## src/core/blce_pkg.sv

```systemverilog
// Constants, types and field layouts for the bit, literal and control core
// Contract
// - Bit ops use direct and indirect addressing
// - Clear bit: selected bit to zero, flags kept
// - Set bit: selected bit to one, flags kept
// - Opcode 0110: skip next when bit zero
// - Opcode 0111: skip next when bit one
// - Opcode in top bits, then 8/9-bit constant
// - Load literal into working register, flags kept
// - AND, OR, XOR literal into working register
// - XOR literal zero result sets Zero
// - Jump loads 9-bit target into counter
// - Call pushes next address, then jumps
// - Call and counter writes clear ninth bit
// - Return stack entries are nine bits wide
// - Every return pops stack into counter
// - Opcode 1000 returns, loads constant, flags kept
// - Interrupt return pops, keeps W, re-enables
// - Only interrupt return ends interrupt blocking
// - Status bits: 0 Carry, 1 Digit, 2 Zero
// - Jump is opcode 101 plus 9-bit target
package blce_pkg;
  // Datapath widths
  localparam int WORD_W = 12;
  localparam int PC_W = 9;
  localparam int DATA_W = 8;
  localparam int FILE_N = 32;
  localparam int STK_DEPTH = 2;
  // Opcodes, upper nibble of the word
  localparam logic [3:0] OP_CLR_BIT = 4'h4;
  localparam logic [3:0] OP_SET_BIT = 4'h5;
  localparam logic [3:0] OP_SKIP_CLR = 4'h6;
  localparam logic [3:0] OP_SKIP_SET = 4'h7;
  localparam logic [3:0] OP_RET_LIT = 4'h8;
  localparam logic [3:0] OP_CALL = 4'h9;
  localparam logic [3:0] OP_LOAD_LIT = 4'hC;
  localparam logic [3:0] OP_OR_LIT = 4'hD;
  localparam logic [3:0] OP_AND_LIT = 4'hE;
  localparam logic [3:0] OP_XOR_LIT = 4'hF;
  localparam logic [2:0] OP3_JUMP = 3'h5;
  localparam logic [11:0] WORD_INT_RET = 12'h002;
  // Special file addresses
  localparam logic [4:0] FA_INDIRECT = 5'h00;
  localparam logic [4:0] FA_PC = 5'h02;
  localparam logic [4:0] FA_STATUS = 5'h03;
  localparam logic [4:0] FA_SELECT = 5'h04;
  // Status flag positions
  localparam int ST_CARRY = 0;
  localparam int ST_DCARRY = 1;
  localparam int ST_ZERO = 2;
  // Interrupt entry address, arbitrary
  localparam logic [8:0] INT_VECTOR = 9'h004;
  // Register bus byte offsets and fields
  localparam logic [3:0] REG_CTRL = 4'h0;
  localparam logic [3:0] REG_STATE = 4'h4;
  localparam int CTRL_RUN = 0;
  localparam int STATE_ISR = 9;
  localparam int STATE_SKIP = 10;
  localparam int STATE_W_LSB = 16;
  localparam int STATE_ST_LSB = 24;
  // Sequencer states, one-hot
  typedef enum logic [2:0] {
    S_IDLE = 3'h1,
    S_RUN = 3'h2,
    S_SKIP = 3'h4
  } blce_state_t;
  // Fields of one instruction word
  typedef struct packed {
    logic [3:0] op;
    logic [2:0] bitn;
    logic [4:0] faddr;
  } blce_word_t;
endpackage : blce_pkg

```

## src/core/blce_core.sv

```systemverilog
// Decode and execute core for bit, literal and control instructions
//
// Implementation choices: register access over Avalon-MM and the placing of the registers.
`timescale 1ns/100ps
module blce_core
  import blce_pkg::*;
(
  input wire logic mclk,
  input wire logic reset,
  input wire logic [3:0] avs_address,
  input wire logic avs_read,
  input wire logic avs_write,
  input wire logic [31:0] avs_writedata,
  output logic [31:0] avs_readdata,
  output logic avs_waitrequest,
  output logic [PC_W-1:0] imem_addr,
  input wire logic [WORD_W-1:0] imem_data,
  input wire logic imem_valid,
  input wire logic int_req_pin,
  output logic int_busy
);

  blce_state_t state_r; // Sequencer state
  blce_word_t iw; // Fields of the current word
  logic [PC_W-1:0] pc_r; // Program counter
  logic [PC_W-1:0] pc_nxt;
  logic [PC_W-1:0] stk_r [STK_DEPTH]; // Return stack, top at 0
  logic [DATA_W-1:0] w_r; // Working register
  logic [DATA_W-1:0] w_nxt;
  logic [DATA_W-1:0] status_r; // Status register
  logic [DATA_W-1:0] status_nxt;
  logic [DATA_W-1:0] rf_r [FILE_N]; // General file registers
  logic run_r; // Software run enable
  logic ack_r; // Bus answer cycle
  logic isr_r; // Interrupt service in progress
  logic int_s1_r, int_s2_r; // Request synchroniser
  logic exec; // Current word is executed
  logic take_int; // Interrupt entry instead of execution
  logic skip_hit; // Bit test asks for a skip
  logic push, pop; // Stack moves
  logic [4:0] ea; // Resolved file address
  logic [DATA_W-1:0] rd; // File read value
  logic [DATA_W-1:0] bitv; // Bit-modified value
  logic bit_wr; // Bit op writes the file
  logic [DATA_W-1:0] lit; // 8-bit literal field

  assign iw = imem_data;
  assign lit = imem_data[7:0];
  assign imem_addr = pc_r;
  assign int_busy = isr_r;

  // Only the running state takes a word, and an interrupt pre-empts it
  assign take_int = (state_r == S_RUN) && run_r && imem_valid &&
                    int_s2_r && !isr_r;
  assign exec = (state_r == S_RUN) && run_r && imem_valid && !take_int;

  // Indirect slot reads the select register for the real address
  always_comb begin
    ea = (iw.faddr == FA_INDIRECT) ? rf_r[FA_SELECT][4:0] : iw.faddr;
    unique case (ea)
      FA_INDIRECT: rd = '0; // Indirect onto itself reads zero
      FA_PC: rd = pc_r[7:0];
      FA_STATUS: rd = status_r;
      default: rd = rf_r[ea];
    endcase
  end

  // Bit modify and bit test on the resolved register
  always_comb begin
    bitv = rd;
    bit_wr = 1'b0;
    skip_hit = 1'b0;
    if (exec) begin
      unique case (iw.op)
        OP_CLR_BIT: begin
          bitv[iw.bitn] = 1'b0;
          bit_wr = (ea != FA_INDIRECT);
        end
        OP_SET_BIT: begin
          bitv[iw.bitn] = 1'b1;
          bit_wr = (ea != FA_INDIRECT);
        end
        OP_SKIP_CLR: skip_hit = !rd[iw.bitn];
        OP_SKIP_SET: skip_hit = rd[iw.bitn];
        default: skip_hit = 1'b0;
      endcase
    end
  end

  // Literal ops on W; Zero follows the logic ops only
  always_comb begin
    w_nxt = w_r;
    status_nxt = status_r;
    if (bit_wr && ea == FA_STATUS)
      status_nxt = bitv;
    if (exec) begin
      unique case (iw.op)
        OP_LOAD_LIT: w_nxt = lit;
        OP_RET_LIT: w_nxt = lit;
        OP_AND_LIT: w_nxt = w_r & lit;
        OP_OR_LIT: w_nxt = w_r | lit;
        OP_XOR_LIT: w_nxt = w_r ^ lit;
        default: w_nxt = w_r;
      endcase
      if (iw.op == OP_AND_LIT || iw.op == OP_OR_LIT ||
          iw.op == OP_XOR_LIT)
        status_nxt[ST_ZERO] = (w_nxt == '0);
    end
  end

  // Next program counter and stack moves
  always_comb begin
    push = take_int;
    pop = 1'b0;
    pc_nxt = pc_r;
    if (take_int) begin
      pc_nxt = INT_VECTOR;
    end else if (exec) begin
      pc_nxt = pc_r + 9'h001;
      if (iw.op[3:1] == OP3_JUMP) begin
        pc_nxt = imem_data[8:0];
      end else if (iw.op == OP_CALL) begin
        push = 1'b1;
        pc_nxt = {1'b0, lit};
      end else if (iw.op == OP_RET_LIT || imem_data == WORD_INT_RET) begin
        pop = 1'b1;
        pc_nxt = stk_r[0];
      end else if (bit_wr && ea == FA_PC) begin
        pc_nxt = {1'b0, bitv};
      end
    end else if (state_r == S_SKIP && run_r && imem_valid) begin
      pc_nxt = pc_r + 9'h001;
    end
  end

  // Program counter
  always_ff @(posedge mclk) begin
    if (reset)
      pc_r <= '0;
    else
      pc_r <= pc_nxt;
  end

  // Return stack, full nine-bit entries
  always_ff @(posedge mclk) begin
    if (reset) begin
      for (int i = 0; i < STK_DEPTH; i++)
        stk_r[i] <= '0;
    end else if (push) begin
      // Interrupt entry saves the pre-empted word's address
      stk_r[0] <= take_int ? pc_r : pc_r + 9'h001;
      for (int i = 1; i < STK_DEPTH; i++)
        stk_r[i] <= stk_r[i-1];
    end else if (pop) begin
      // Bottom entry is kept, deeper returns repeat it
      for (int i = 0; i < STK_DEPTH - 1; i++)
        stk_r[i] <= stk_r[i+1];
    end
  end

  // Working and status registers
  always_ff @(posedge mclk) begin
    if (reset) begin
      w_r <= '0;
      status_r <= '0;
    end else begin
      w_r <= w_nxt;
      status_r <= status_nxt;
    end
  end

  // General file, written only by bit ops here
  always_ff @(posedge mclk) begin
    if (reset) begin
      for (int i = 0; i < FILE_N; i++)
        rf_r[i] <= '0;
    end else if (bit_wr && ea != FA_PC && ea != FA_STATUS) begin
      rf_r[ea] <= bitv;
    end
  end

  // Sequencer: a met skip discards exactly one word
  always_ff @(posedge mclk) begin
    if (reset)
      state_r <= S_IDLE;
    else begin
      unique case (state_r)
        S_IDLE: if (run_r) state_r <= S_RUN;
        S_RUN: begin
          if (!run_r)
            state_r <= S_IDLE;
          else if (skip_hit)
            state_r <= S_SKIP;
        end
        S_SKIP: if (run_r && imem_valid) state_r <= S_RUN;
        default: state_r <= S_IDLE; // Recover from a bad code
      endcase
    end
  end

  // Interrupt request pin, two stages before use
  always_ff @(posedge mclk) begin
    if (reset) begin
      int_s1_r <= 1'b0;
      int_s2_r <= 1'b0;
    end else begin
      int_s1_r <= int_req_pin;
      int_s2_r <= int_s1_r;
    end
  end

  // Service blocking; literal return must not lift it
  always_ff @(posedge mclk) begin
    if (reset)
      isr_r <= 1'b0;
    else if (take_int)
      isr_r <= 1'b1;
    else if (exec && imem_data == WORD_INT_RET)
      isr_r <= 1'b0;
  end

  // Bus: one wait cycle, answer on the second edge
  assign avs_waitrequest = (avs_read || avs_write) && !ack_r;

  // Answer flag, one cycle high per request
  always_ff @(posedge mclk) begin
    if (reset)
      ack_r <= 1'b0;
    else
      ack_r <= (avs_read || avs_write) && !ack_r;
  end

  // Control register write, taken at the answering edge
  always_ff @(posedge mclk) begin
    if (reset)
      run_r <= 1'b0;
    else if (avs_write && ack_r && avs_address == REG_CTRL)
      run_r <= avs_writedata[CTRL_RUN];
  end

  // Read data, captured one edge ahead of the answer
  always_ff @(posedge mclk) begin
    if (reset)
      avs_readdata <= '0;
    else if (avs_read && !ack_r) begin
      avs_readdata <= '0; // Unmapped reads as zero
      if (avs_address == REG_CTRL)
        avs_readdata[CTRL_RUN] <= run_r;
      else if (avs_address == REG_STATE) begin
        avs_readdata[PC_W-1:0] <= pc_r;
        avs_readdata[STATE_ISR] <= isr_r;
        avs_readdata[STATE_SKIP] <= (state_r == S_SKIP);
        avs_readdata[STATE_W_LSB +: DATA_W] <= w_r;
        avs_readdata[STATE_ST_LSB +: DATA_W] <= status_r;
      end
    end
  end

  // Checks on the executed instruction groups
  a_jump_target: assert property (@(posedge mclk) disable iff (reset)
    exec && imem_data[11:9] == OP3_JUMP |=>
    pc_r == $past(imem_data[8:0]))
    else $error("jump target not loaded");

  a_call_push: assert property (@(posedge mclk) disable iff (reset)
    exec && iw.op == OP_CALL |=>
    stk_r[0] == $past(pc_r) + 9'h001 && pc_r[8] == 1'b0 &&
    pc_r[7:0] == $past(imem_data[7:0]))
    else $error("call push or target wrong");

  a_ret_literal: assert property (@(posedge mclk) disable iff (reset)
    exec && iw.op == OP_RET_LIT |=>
    w_r == $past(imem_data[7:0]) && pc_r == $past(stk_r[0]) &&
    $stable(status_r))
    else $error("literal return wrong");

  a_int_return: assert property (@(posedge mclk) disable iff (reset)
    exec && imem_data == WORD_INT_RET |=>
    $stable(w_r) && !isr_r && pc_r == $past(stk_r[0]))
    else $error("interrupt return wrong");

  a_isr_blocked: assert property (@(posedge mclk) disable iff (reset)
    isr_r && !(exec && imem_data == WORD_INT_RET) |=> isr_r)
    else $error("service blocking lifted early");

  a_load_literal: assert property (@(posedge mclk) disable iff (reset)
    exec && iw.op == OP_LOAD_LIT |=>
    w_r == $past(imem_data[7:0]) && $stable(status_r))
    else $error("load literal wrong");

  a_xor_zero: assert property (@(posedge mclk) disable iff (reset)
    exec && iw.op == OP_XOR_LIT && w_r == lit |=>
    status_r[ST_ZERO] && w_r == '0)
    else $error("xor zero flag not set");

  a_and_zero: assert property (@(posedge mclk) disable iff (reset)
    exec && (iw.op == OP_AND_LIT || iw.op == OP_OR_LIT) |=>
    status_r[ST_ZERO] == (w_r == '0))
    else $error("and or zero flag wrong");

  a_skip_clear: assert property (@(posedge mclk) disable iff (reset)
    exec && iw.op == OP_SKIP_CLR && !rd[iw.bitn] && run_r |=>
    state_r == S_SKIP && $stable(status_r))
    else $error("skip on clear missed");

  a_skip_discard: assert property (@(posedge mclk) disable iff (reset)
    state_r == S_SKIP && run_r && imem_valid |=>
    pc_r == $past(pc_r) + 9'h001 && $stable(w_r) &&
    $stable(status_r) && state_r == S_RUN)
    else $error("skipped word had an effect");

  a_set_bit: assert property (@(posedge mclk) disable iff (reset)
    exec && iw.op == OP_SET_BIT && ea != FA_INDIRECT &&
    ea != FA_PC && ea != FA_STATUS |=>
    rf_r[$past(ea)] == ($past(rd) | (8'h01 << $past(iw.bitn))))
    else $error("set bit wrong");

endmodule : blce_core

```

## config.mk

```make
export PLATFORM = sky130hd
export DESIGN_NAME = blce_core
export DESIGN_NICKNAME = d
export VERILOG_FILES = /design/src/core/blce_pkg.sv /design/src/core/blce_core.sv
export SDC_FILE = /design/constraint.sdc
export NUM_CORES = 1
export LEC_CHECK = 0
export BUFFER_PORTS_ARGS = -buffer_cell sky130_fd_sc_hd__buf_4
export CORE_ASPECT_RATIO = 1.4
export CORE_MARGIN = 5
export CORE_UTILIZATION = 52
export CTS_CLUSTER_SIZE = 25
export DETAILED_ROUTE_END_ITERATION = 7
export PLACE_DENSITY = 0.71
export SYNTH_ARGS = -nofsm -noshare
export SYNTH_HDL_FRONTEND = slang
export SYNTH_SLANG_ARGS = --single-unit
```

## constraint.sdc

```tcl
create_clock -name mclk -period 4 [get_ports mclk]
set_input_delay 0.2 -clock mclk [delete_from_list [all_inputs] [get_ports mclk]]
set_output_delay 0.2 -clock mclk [all_outputs]
set_load 0.02 [all_outputs]
```

; Word level (Yosys, flattened, before mapping)
; Memory sizes are Yosys's and may differ from the RTL's.
; Index checks and enable logic that the tools add are counted.
[word_totals]
ff_bits = 60
ramBits = 274
inputBits = 54
output_inout_bits = 43
wordCells = 152
memories = 2
[memory_table]
columns = name, depth, word_bits, read_ports, rd_clocked_by_memory_dff, wr, line_no
row1 = rf_r, 32, 8, 2, 0, 32, blce_core.sv:32  ; logic [DATA_W-1:0] rf_r [FILE_N];
row2 = stk_r, 2, 9, 2, 0, 2, blce_core.sv:27  ; logic [PC_W-1:0] stk_r [STK_DEPTH];
[op_classes]
n_addsub = 1
n_lt_le_gt_ge = 2
eq_ne = 23
muxes = 64
bitwise_logic = 9
reduce_logical = 39
[ops]
columns = cell, count
row1 = 9-bit 2-to-1 mux, 10
row2 = 1-bit 2-to-1 mux, 32
row3 = 16-bit 2-to-1 mux, 2
row4 = 8-bit case mux with 4 select lines, 1
row5 = 4-bit == test (second input constant), 6
row6 = 8-bit 2-to-1 mux, 3
row7 = 8-bit case mux with 3 select lines, 1
row8 = 4-bit by 3-bit == test with 1-bit output (second input constant), 5
row9 = 1-bit logical AND, 18
row10 = 3-bit 2-to-1 mux, 6
row11 = 8-bit AND, 2
row12 = 8-bit OR, 2
row13 = 8-bit case mux with 2 select lines, 1
row14 = 12-bit by 2-bit == test with 1-bit output (second input constant), 1
row15 = 11-bit 2-to-1 mux, 1
row16 = 5-bit by 2-bit == test with 1-bit output (second input constant), 2
row17 = 5-bit logical NOT, 2
row18 = 10-bit 2-to-1 mux, 1
row19 = 5-bit 2-to-1 mux, 2
row20 = 5-bit by 2-bit inequality test with 1-bit output (second input constant), 2
row21 = 9-bit by 1-bit adder with 9-bit output (second input constant), 1
row22 = 3-bit case mux with 3 select lines, 1
row23 = 8-bit logical NOT, 1
row24 = 8-bit NOT, 1
row25 = 21 further kinds, 34

; Logic depth before layout (Yosys ltp)
; Gate-level depths: netlist of run 1.
[logic_depth]
depth_word = 15
ltp_mapped = 15
mapped_depth_nobuf = 10

; Worst setup path before layout of run 1
; OpenSTA, ideal clock, no wires.
[synth_timing]
kind = input -> register
start = in imem_data[2]
end = mem rf_r[29][2], data pin
setup_ns = 0.262
arrival_ns = 2.813
t_required_ns = 3.738
path_slack_ns = 0.926
cell_stages = 12
n_path_buf = 4
path_cell_list = buf_2 > nor4_4 > a21o_1 > buf_4 > mux2_2 > a2111oi_0 > a211o_1 > nor4_1 > o31ai_1 > buf_2 > buf_2 > nor2_1
[synth_lines]
columns = item, line_no
row1 = from (decl), blce_core.sv:17  ; input wire logic [WORD_W-1:0] imem_data,
row2 = to (decl), blce_core.sv:32

==> results of run 1 <==
final cells by class:
type / instances / share of cell area, %
Clock inverter: 16 / 0.9265
Timing Repair Buffer: 132 / 6.191
Inverter: 40 / 0.8423
Sequential cell: 316 / 49.86
Clock buffer: 40 / 5.068
Multi-Input combinational cell: 1080 / 34.41
Tap cell: 385 / 2.702
worst paths after layout:
path                            start                       to  slack [ps]  cells past startpoint
max reg2reg  rf_r[4][0]$_SDFFCE_PN0P_  state_r[1]$_SDFFE_PP0P_         410                     10
min reg2reg          ack_r$_SDFF_PP0_         ack_r$_SDFF_PP0_         490                      1
max          rf_r[4][0]$_SDFFCE_PN0P_  state_r[1]$_SDFFE_PP0P_         410                     10
min                    avs_address[2]       run_r$_SDFFE_PP0P_          50                      4
registers in the layout, indices dropped and copies added (netlist names):
name and flops:
run_r 1, int_s1_r 1, state_r 3, int_s2_r 1
status_r 8, avs_readdata 27, rf_r 238, w_r 8
ack_r 1, int_busy 1, imem_addr 9, stk_r 18
critical path, delay by kind of cell (launching register included):
kind                   cells  cell delay, ps
buffers and inverters      1             300
AOI/OAI and AO/OA          7            1920
DFF                        1             470
and+or+nand+nor            1             510
muxes                      1             290
metal layers:
layer,track usage (%),wire [um],vias up
met5,0,0,-
met3,3.352,3005,150
li1,-,-,5677
met2,46.33,23210,532
met4,15.77,2966,0
met1,31.62,16200,6138
kinds of logic (layout without fill, tap and decap cells):
logic type | Yosys count | in the layout
AOI/OAI and AO/OA | 342 | 342
xor gates and xnor gates | 12 | 12
adders and majority gates | 17 | 17
buffers and inverters | 162 | 228
DFF | 316 | 316
muxes | 59 | 59
other | 1 | 11
and+or+nand+nor | 639 | 639
per-stage QoR:
step / power, mW / util [%] / worst slack, ps / instance area, sq um / std cells
after floorplan: 4.187 / - / 925.8 / 15590 / 1558
after global placement: 4.519 / 56.16 / 374.3 / 16710 / 1948
after detailed placement: 4.533 / 56.16 / 347.4 / 16710 / 1948
after CTS: 7.524 / 59.92 / 523.8 / 17830 / 2009
after global routing: 7.732 / 59.92 / 280.1 / 17830 / 2009
final: 7.503 / 59.92 / 412.7 / 17830 / 2009
Yosys cell counts, drive strengths merged (11+ instances only):
cell type	instances	share of area, %
a21oi	91	2.9
clkbuf	77	1.9
nor2	323	7.8
nor4	14	0.70
ha	17	1.4
and2	14	0.56
a22oi	50	2.4
inv	40	0.97
nor3	25	0.87
o22ai	15	0.60
o21ai	47	1.5
a211oi	49	2.4
nor2b	18	0.72
nand3	24	0.77
and3	11	0.44
a22o	11	0.62
dfxtp	60	7.7
mux2i	52	3.3
edfxtp	256	49
nand2	185	4.5
buf	45	1.7
power groups by stage:
| stage | Combinational (mW) | Sequential (mW) | Clock, mW |
|---|---|---|---|
| 4_1_cts | 0.805 | 3.66 | 3.05 |
| 6_report | 0.818 | 3.67 | 3.02 |
| 5_1_grt | 0.864 | 3.67 | 3.20 |
| 2_1_floorplan | 0.466 | 3.72 | 0 |
| 3_5_place_dp | 0.798 | 3.74 | 0 |
| 3_3_place_gp | 0.787 | 3.73 | 0 |
==> key figures, run 1 <==
Route
  • WL final: 45.38 mm
  • Vias per inst: 6.221
  • Post-route antenna net violation count: 0
  • Post-DR wirelength/cell: 22.59 um
  • 1st-iter DRT viols: 1205
  • Residual DRC: 0
  • Vias: 12500
  • First drt pass iteration count: 5

Clock network
  • Hold Buf Count CTS: 5
  • H-tree depth: 1
  • Clock transition at path regs: 70 ps
  • Post-CTS sizing: 0
  • Clock latency on the worst-skew pair: 590 ps
  • TritonCTS Buffers: 30
  • Clk root buf: clkbuf_16
  • Clock Path Buffers: 3
  • CTS tree: done
  • Setup Buffers After CTS: 0
  • # clock sinks: 316

Power
  • Pwr Density: 420.9 nW/um^2
  • Internal power: 5.654 mW
  • Psw: 1.849 mW
  • Combinational Power Share: 10.9%
  • Sw Ratio: 24.64%
  • Part of the power in registers: around half
  • Clk pwr share: 40.2%
  • P_leak: about 6.7 nW
  • Worst VDD drop: approximately 320 uV

Synth
  • YS warnings: 0
  • Compound-Gate Fraction of Synth Area: 14.76%
  • Asr flop ratio synth: 0%
  • Mux contribution to synthesized area: 4.071%
  • Sequential fraction of the synthesis area: 57.15%
  • Cell variety after synth: 68
  • EDFF count, synth: around 260
  • Syn_area_per_cell: 10.05 sq um
  • Largest family of logic cells by synthesized area: simple AND/OR/NAND/NOR gates
  • Xor/xnor share of the synthesized area: 0.6758%
  • Synth Area in Adders: around 1.4%
  • Synth Flop Type: edfxtp_1
  • Simple-Gate Fraction of Synth Area: ~17%
  • Mapped Area: 15550 sq um
  • #FFs+latches synth: roughly 320
  • Post-Synthesis Cells: 1548

STA
  • Final Hold Vio Count: 0
  • Max frequency: around 280 MHz
  • Post-layout min period: 3587 ps
  • Final setup TNS: 0 ps
  • Slew Viols, Final: 0
  • Period utilization: between 80 and 90%
  • Final setup viols: 0
  • Final setup skew: 35.35 ps
  • Measured slew at the worst slew-check pin: 1185 ps
  • WHS: 47.19 ps
  • Unrepaired setup endpoints after global routing: false
  • Relative slew margins: between 20% and 30%

Place
  • Port Buffers: 60
  • Hpwl dp: 31.46 mm
  • GPL Wtd Cong: 0.9802

Floorplan
  • Starting density of the core: about 52%
  • Die ar.: 33520 sq um
  • DIE HEIGHT: 214.6 um
  • Cell Rows: between 70 and 80
  • Die Wd: 156.2 um
  • # IOs: slightly below 100
  • Core ar.: 29750 sq um

Setup path
  • WS Path Type: reg2reg
  • CP max-delay cell: a21oi_4
  • Cell Chain, Critical Path: a21oi_4 -> buf_4 -> a21oi_1 -> a22oi_1 -> o22ai_1 -> nor4_1 -> a221oi_1 -> o221ai_1 -> mux2i_1 -> o21ai_1
  • Crit. End Element: flop
  • Crit Path Max Fanout: 19
  • Kind of start point of the critical path: flop
  • Slowest Stage Delay on Critical Path: 740 ps
  • Critical Path AT: approximately 4100 ps
  • Req. time, crit path: between 4000 and 5000 ps

Outcome
  • Status: finished, final reports clean

GRT
  • First-pass GRT wire length: 70.25 mm
  • Number of global-route vias before repair: around 12000
  • Overall Global Routing Usage: 26.78%
  • GRT Residual Overflow: 0
  • Initial antenna violation count: 0
  • Largest net degree at the start of global routing: 57

Run
  • Max Cap Violations: 0

Cells and area
  • Fillers: 2465
  • Ratio of cells with drive above 1 in the final layout: between 10% and 20%
  • Commonest cells after routing, fill and taps aside: nor2_1 (323), edfxtp_1 (256), nand2_1 (185), buf_4 (119), a21oi_1 (89)
  • # nets final: 1671
  • Area of the multi-input gates: 6133 sq um
  • Commonest non-fill, non-tap cell in the layout: nor2_1
  • P&R area growth vs syn: 14.62%
  • FF/Latch Area: 8889 sq um
  • Antenna diodes: 0

Worst hold path
  • Min-Delay Path Class: in2reg
(Power assumes the default switching activity.)
==> run 2: changes to the inputs <==
BUFFER_PORTS_ARGS = -buffer_cell sky130_fd_sc_hd__buf_2   (was -buffer_cell sky130_fd_sc_hd__buf_4)
==> key figures, run 2 (synthesis results as in run 1) <==
GRT
  • GRT Residual Overflow: 0 (unchanged)
  • Initial antenna violation count: 0 (unchanged)
  • Largest net degree at the start of global routing: 57 (unchanged)
  • Number of global-route vias before repair: 12400 (+0.15%)
  • First-pass GRT wire length: 69.42 mm (-1.2%)
  • Overall Global Routing Usage: 26.39% (-0.39 points)

STA
  • Final setup skew: 16.70 ps (-18.65 ps)
  • Post-layout min period: 3607 ps (+19.58 ps)
  • Final Hold Vio Count: 0 (unchanged)
  • Max frequency: 277.2 MHz (-0.54%)
  • Final setup TNS: 0 ps (unchanged)
  • Relative slew margins: 23.23% (+2.3 points)
  • Period utilization: 90.17% (+0.49 points)
  • Final setup viols: 0 (unchanged)
  • Measured slew at the worst slew-check pin: 1151 ps (-34.69 ps)
  • Slew Viols, Final: 0 (unchanged)
  • Unrepaired setup endpoints after global routing: false

Floorplan
  • Core ar.: 29750 sq um (unchanged)
  • # IOs: 97 (unchanged)
  • DIE HEIGHT: 214.6 um (unchanged)
  • Die ar.: 33520 sq um (unchanged)
  • Cell Rows: 75 (unchanged)
  • Die Wd: 156.2 um (unchanged)
  • Starting density of the core: 52.28% (unchanged)

Cells and area
  • Antenna diodes: 0 (unchanged)
  • # nets final: 1664 (-0.42%)
  • P&R area growth vs syn: 13.01%
  • Commonest cells after routing, fill and taps aside: nor2_1 (323), edfxtp_1 (256), nand2_1 (185), a21oi_1 (89)
  • Ratio of cells with drive above 1 in the final layout: 11.94% (-0.38 points)
  • Largest registers: rf_r: 238 flops, avs_readdata: 27 flops, stk_r: 18 flops
  • Max reg flops: 238 (unchanged)
  • Fin cells: 2002 (-0.35%)
  • Commonest non-fill, non-tap cell in the layout: nor2_1
  • Reg with most FFs: rf_r

Clock network
  • TritonCTS Buffers: 30 (unchanged)
  • Clock latency on the worst-skew pair: 570 ps (-20 ps)
  • Post-CTS sizing: 0 (unchanged)
  • Hold Buf Count CTS: 5 (unchanged)
  • # clock sinks: 316 (unchanged)
  • Setup Buffers After CTS: 0 (unchanged)
  • Clock Path Buffers: 3 (unchanged)
  • Clk root buf: clkbuf_16
  • CTS tree: done
  • H-tree depth: 1 (unchanged)
  • Clock transition at path regs: 70 ps (about the same)

Route
  • Vias: 12340 (-1.3%)
  • Residual DRC: 0 (unchanged)
  • 1st-iter DRT viols: 1259 (+4.5%)
  • WL final: 45.03 mm (-0.76%)
  • Vias per inst: 6.164 (-0.91%)
  • First drt pass iteration count: 6 (+1)
  • Post-DR wirelength/cell: 22.49 um (-0.41%)
  • Post-route antenna net violation count: 0 (unchanged)

Setup path
  • Worst setup path start: state_r[1]$_SDFFE_PP0P_
  • Req. time, crit path: 4220 ps (-250 ps)
  • Reg2Reg Depth: 8 (-2)
  • FF-to-FF Start: state_r[1]$_SDFFE_PP0P_
  • CP max-delay cell: nor2_1
  • RR Endpoint: rf_r[18][6]$_SDFFCE_PN0P_
  • Critical path endpoint: rf_r[18][6]$_SDFFCE_PN0P_
  • Crit. End Element: flop
  • Cell Chain, Critical Path: nor3b_1 -> nand3_1 -> nor4_1 -> buf_4 -> nand4_1 -> nor2_1 -> nand2_1 -> nand2_1
  • Critical Path AT: 3830 ps (-230 ps)
  • WS Path Type: reg2reg
  • Crit Path Max Fanout: 9 (-10)
  • Slowest Stage Delay on Critical Path: 690 ps (-50 ps)
  • Most frequent cell on the critical path: nand2_1
  • Kind of start point of the critical path: flop
  • R2R setup slack: 390 ps (-20 ps)

Power
  • Worst VDD drop: 284.6 uV (-11%)
  • P_leak: 6.634 nW (-0.73%)
  • Pwr Density: 416.2 nW/um^2 (-1.1%)

Place
  • Port Buffers: 60 (unchanged)
  • GPL Wtd Cong: 0.9495 (-3.1%)
  • Number of cells after detailed placement: 1941 (-0.36%)
  • Hpwl dp: 31.25 mm (-0.68%)

Worst hold path
  • Min-Delay Path Class: in2reg

Run
  • Max Cap Violations: 0 (unchanged)

Outcome
  • Status: finished, final reports clean
## run 2: cell types whose count changed in the layout (fill, tap and decap cells not counted), moves of 2 or more
cell | previous run | this run
buf_4 | 119 | 49
buf_2 | 0 | 60
clkinv_1 | 8 | 4
inv_1 | 39 | 43
buf_12 | 8 | 11
clkinv_2 | 1 | 4
bufinv_16 | 3 | 1
clkbuf_16 | 34 | 32
clkbuf_8 | 3 | 5
## run 2: per-stage QoR
stage | cell area [sq um] | power (mW) | setup slack, ps | util, % | hold WS [ps]
5_1_grt | 17580 | 7.537 | 159.5 | 59.08 | 99.11
6_report | 17580 | 7.315 | 393.1 | 59.08 | 54.24
2_1_floorplan | 15590 | 4.187 | 925.8 | - | 328.2
3_5_place_dp | 16540 | 4.531 | 229.9 | 55.61 | 423.6
3_3_place_gp | 16540 | 4.519 | 293.7 | 55.61 | 417.2
4_1_cts | 17580 | 7.331 | 440.9 | 59.08 | 43.33
## run 2: area by class of cell
class / count / area, sq um
fill: 2501 / 12170
sequential: 316 / 8889
multi-input combinational: 1080 / 6133
timing repair buffer: 125 / 938.4
clock buffer: 40 / 880.8
tap: 385 / 481.7
inverter: 40 / 150.1
clock inverter: 16 / 102.6
## run 2: routing by layer
metal  part of all wire (%)  routed length, um  vias up  global-route usage, %
met3                    6.7               3035      174                  3.452
met2                     51              23100      560                  47.08
li1                       -                  -     5638                      -
met4                    6.7               3010        0                  14.82
met1                     35              15880     5968                  30.07
met5                      0                  0        -                      0
## run 2: worst min-delay path by stage
stage / startpoint / endpoint / slack (ps) / depth (start not counted)
floorplan: int_req_pin / int_s1_r$_SDFF_PP0_ / 330 / 1
global placement: int_req_pin / int_s1_r$_SDFF_PP0_ / 420 / 2
detailed placement: int_req_pin / int_s1_r$_SDFF_PP0_ / 420 / 2
CTS: avs_address[2] / run_r$_SDFFE_PP0P_ / 40 / 4
global route: avs_address[2] / run_r$_SDFFE_PP0P_ / 100 / 4
finish: avs_address[2] / run_r$_SDFFE_PP0P_ / 50 / 4
## run 2: critical path, delay by kind of cell, from the launching register on
| kind | cells | cell delay (ps) |
|---|---|---|
| simple gates | 7 | 2680 |
| buf+inv | 1 | 210 |
| flops | 1 | 370 |
## run 2: power by group
group	switching, mW	internal [mW]	total, mW	leakage (nW)
logic	0.574	0.240	0.815	3.01
clock network	1.23	1.60	2.83	0.500
registers	0.0327	3.63	3.67	3.12
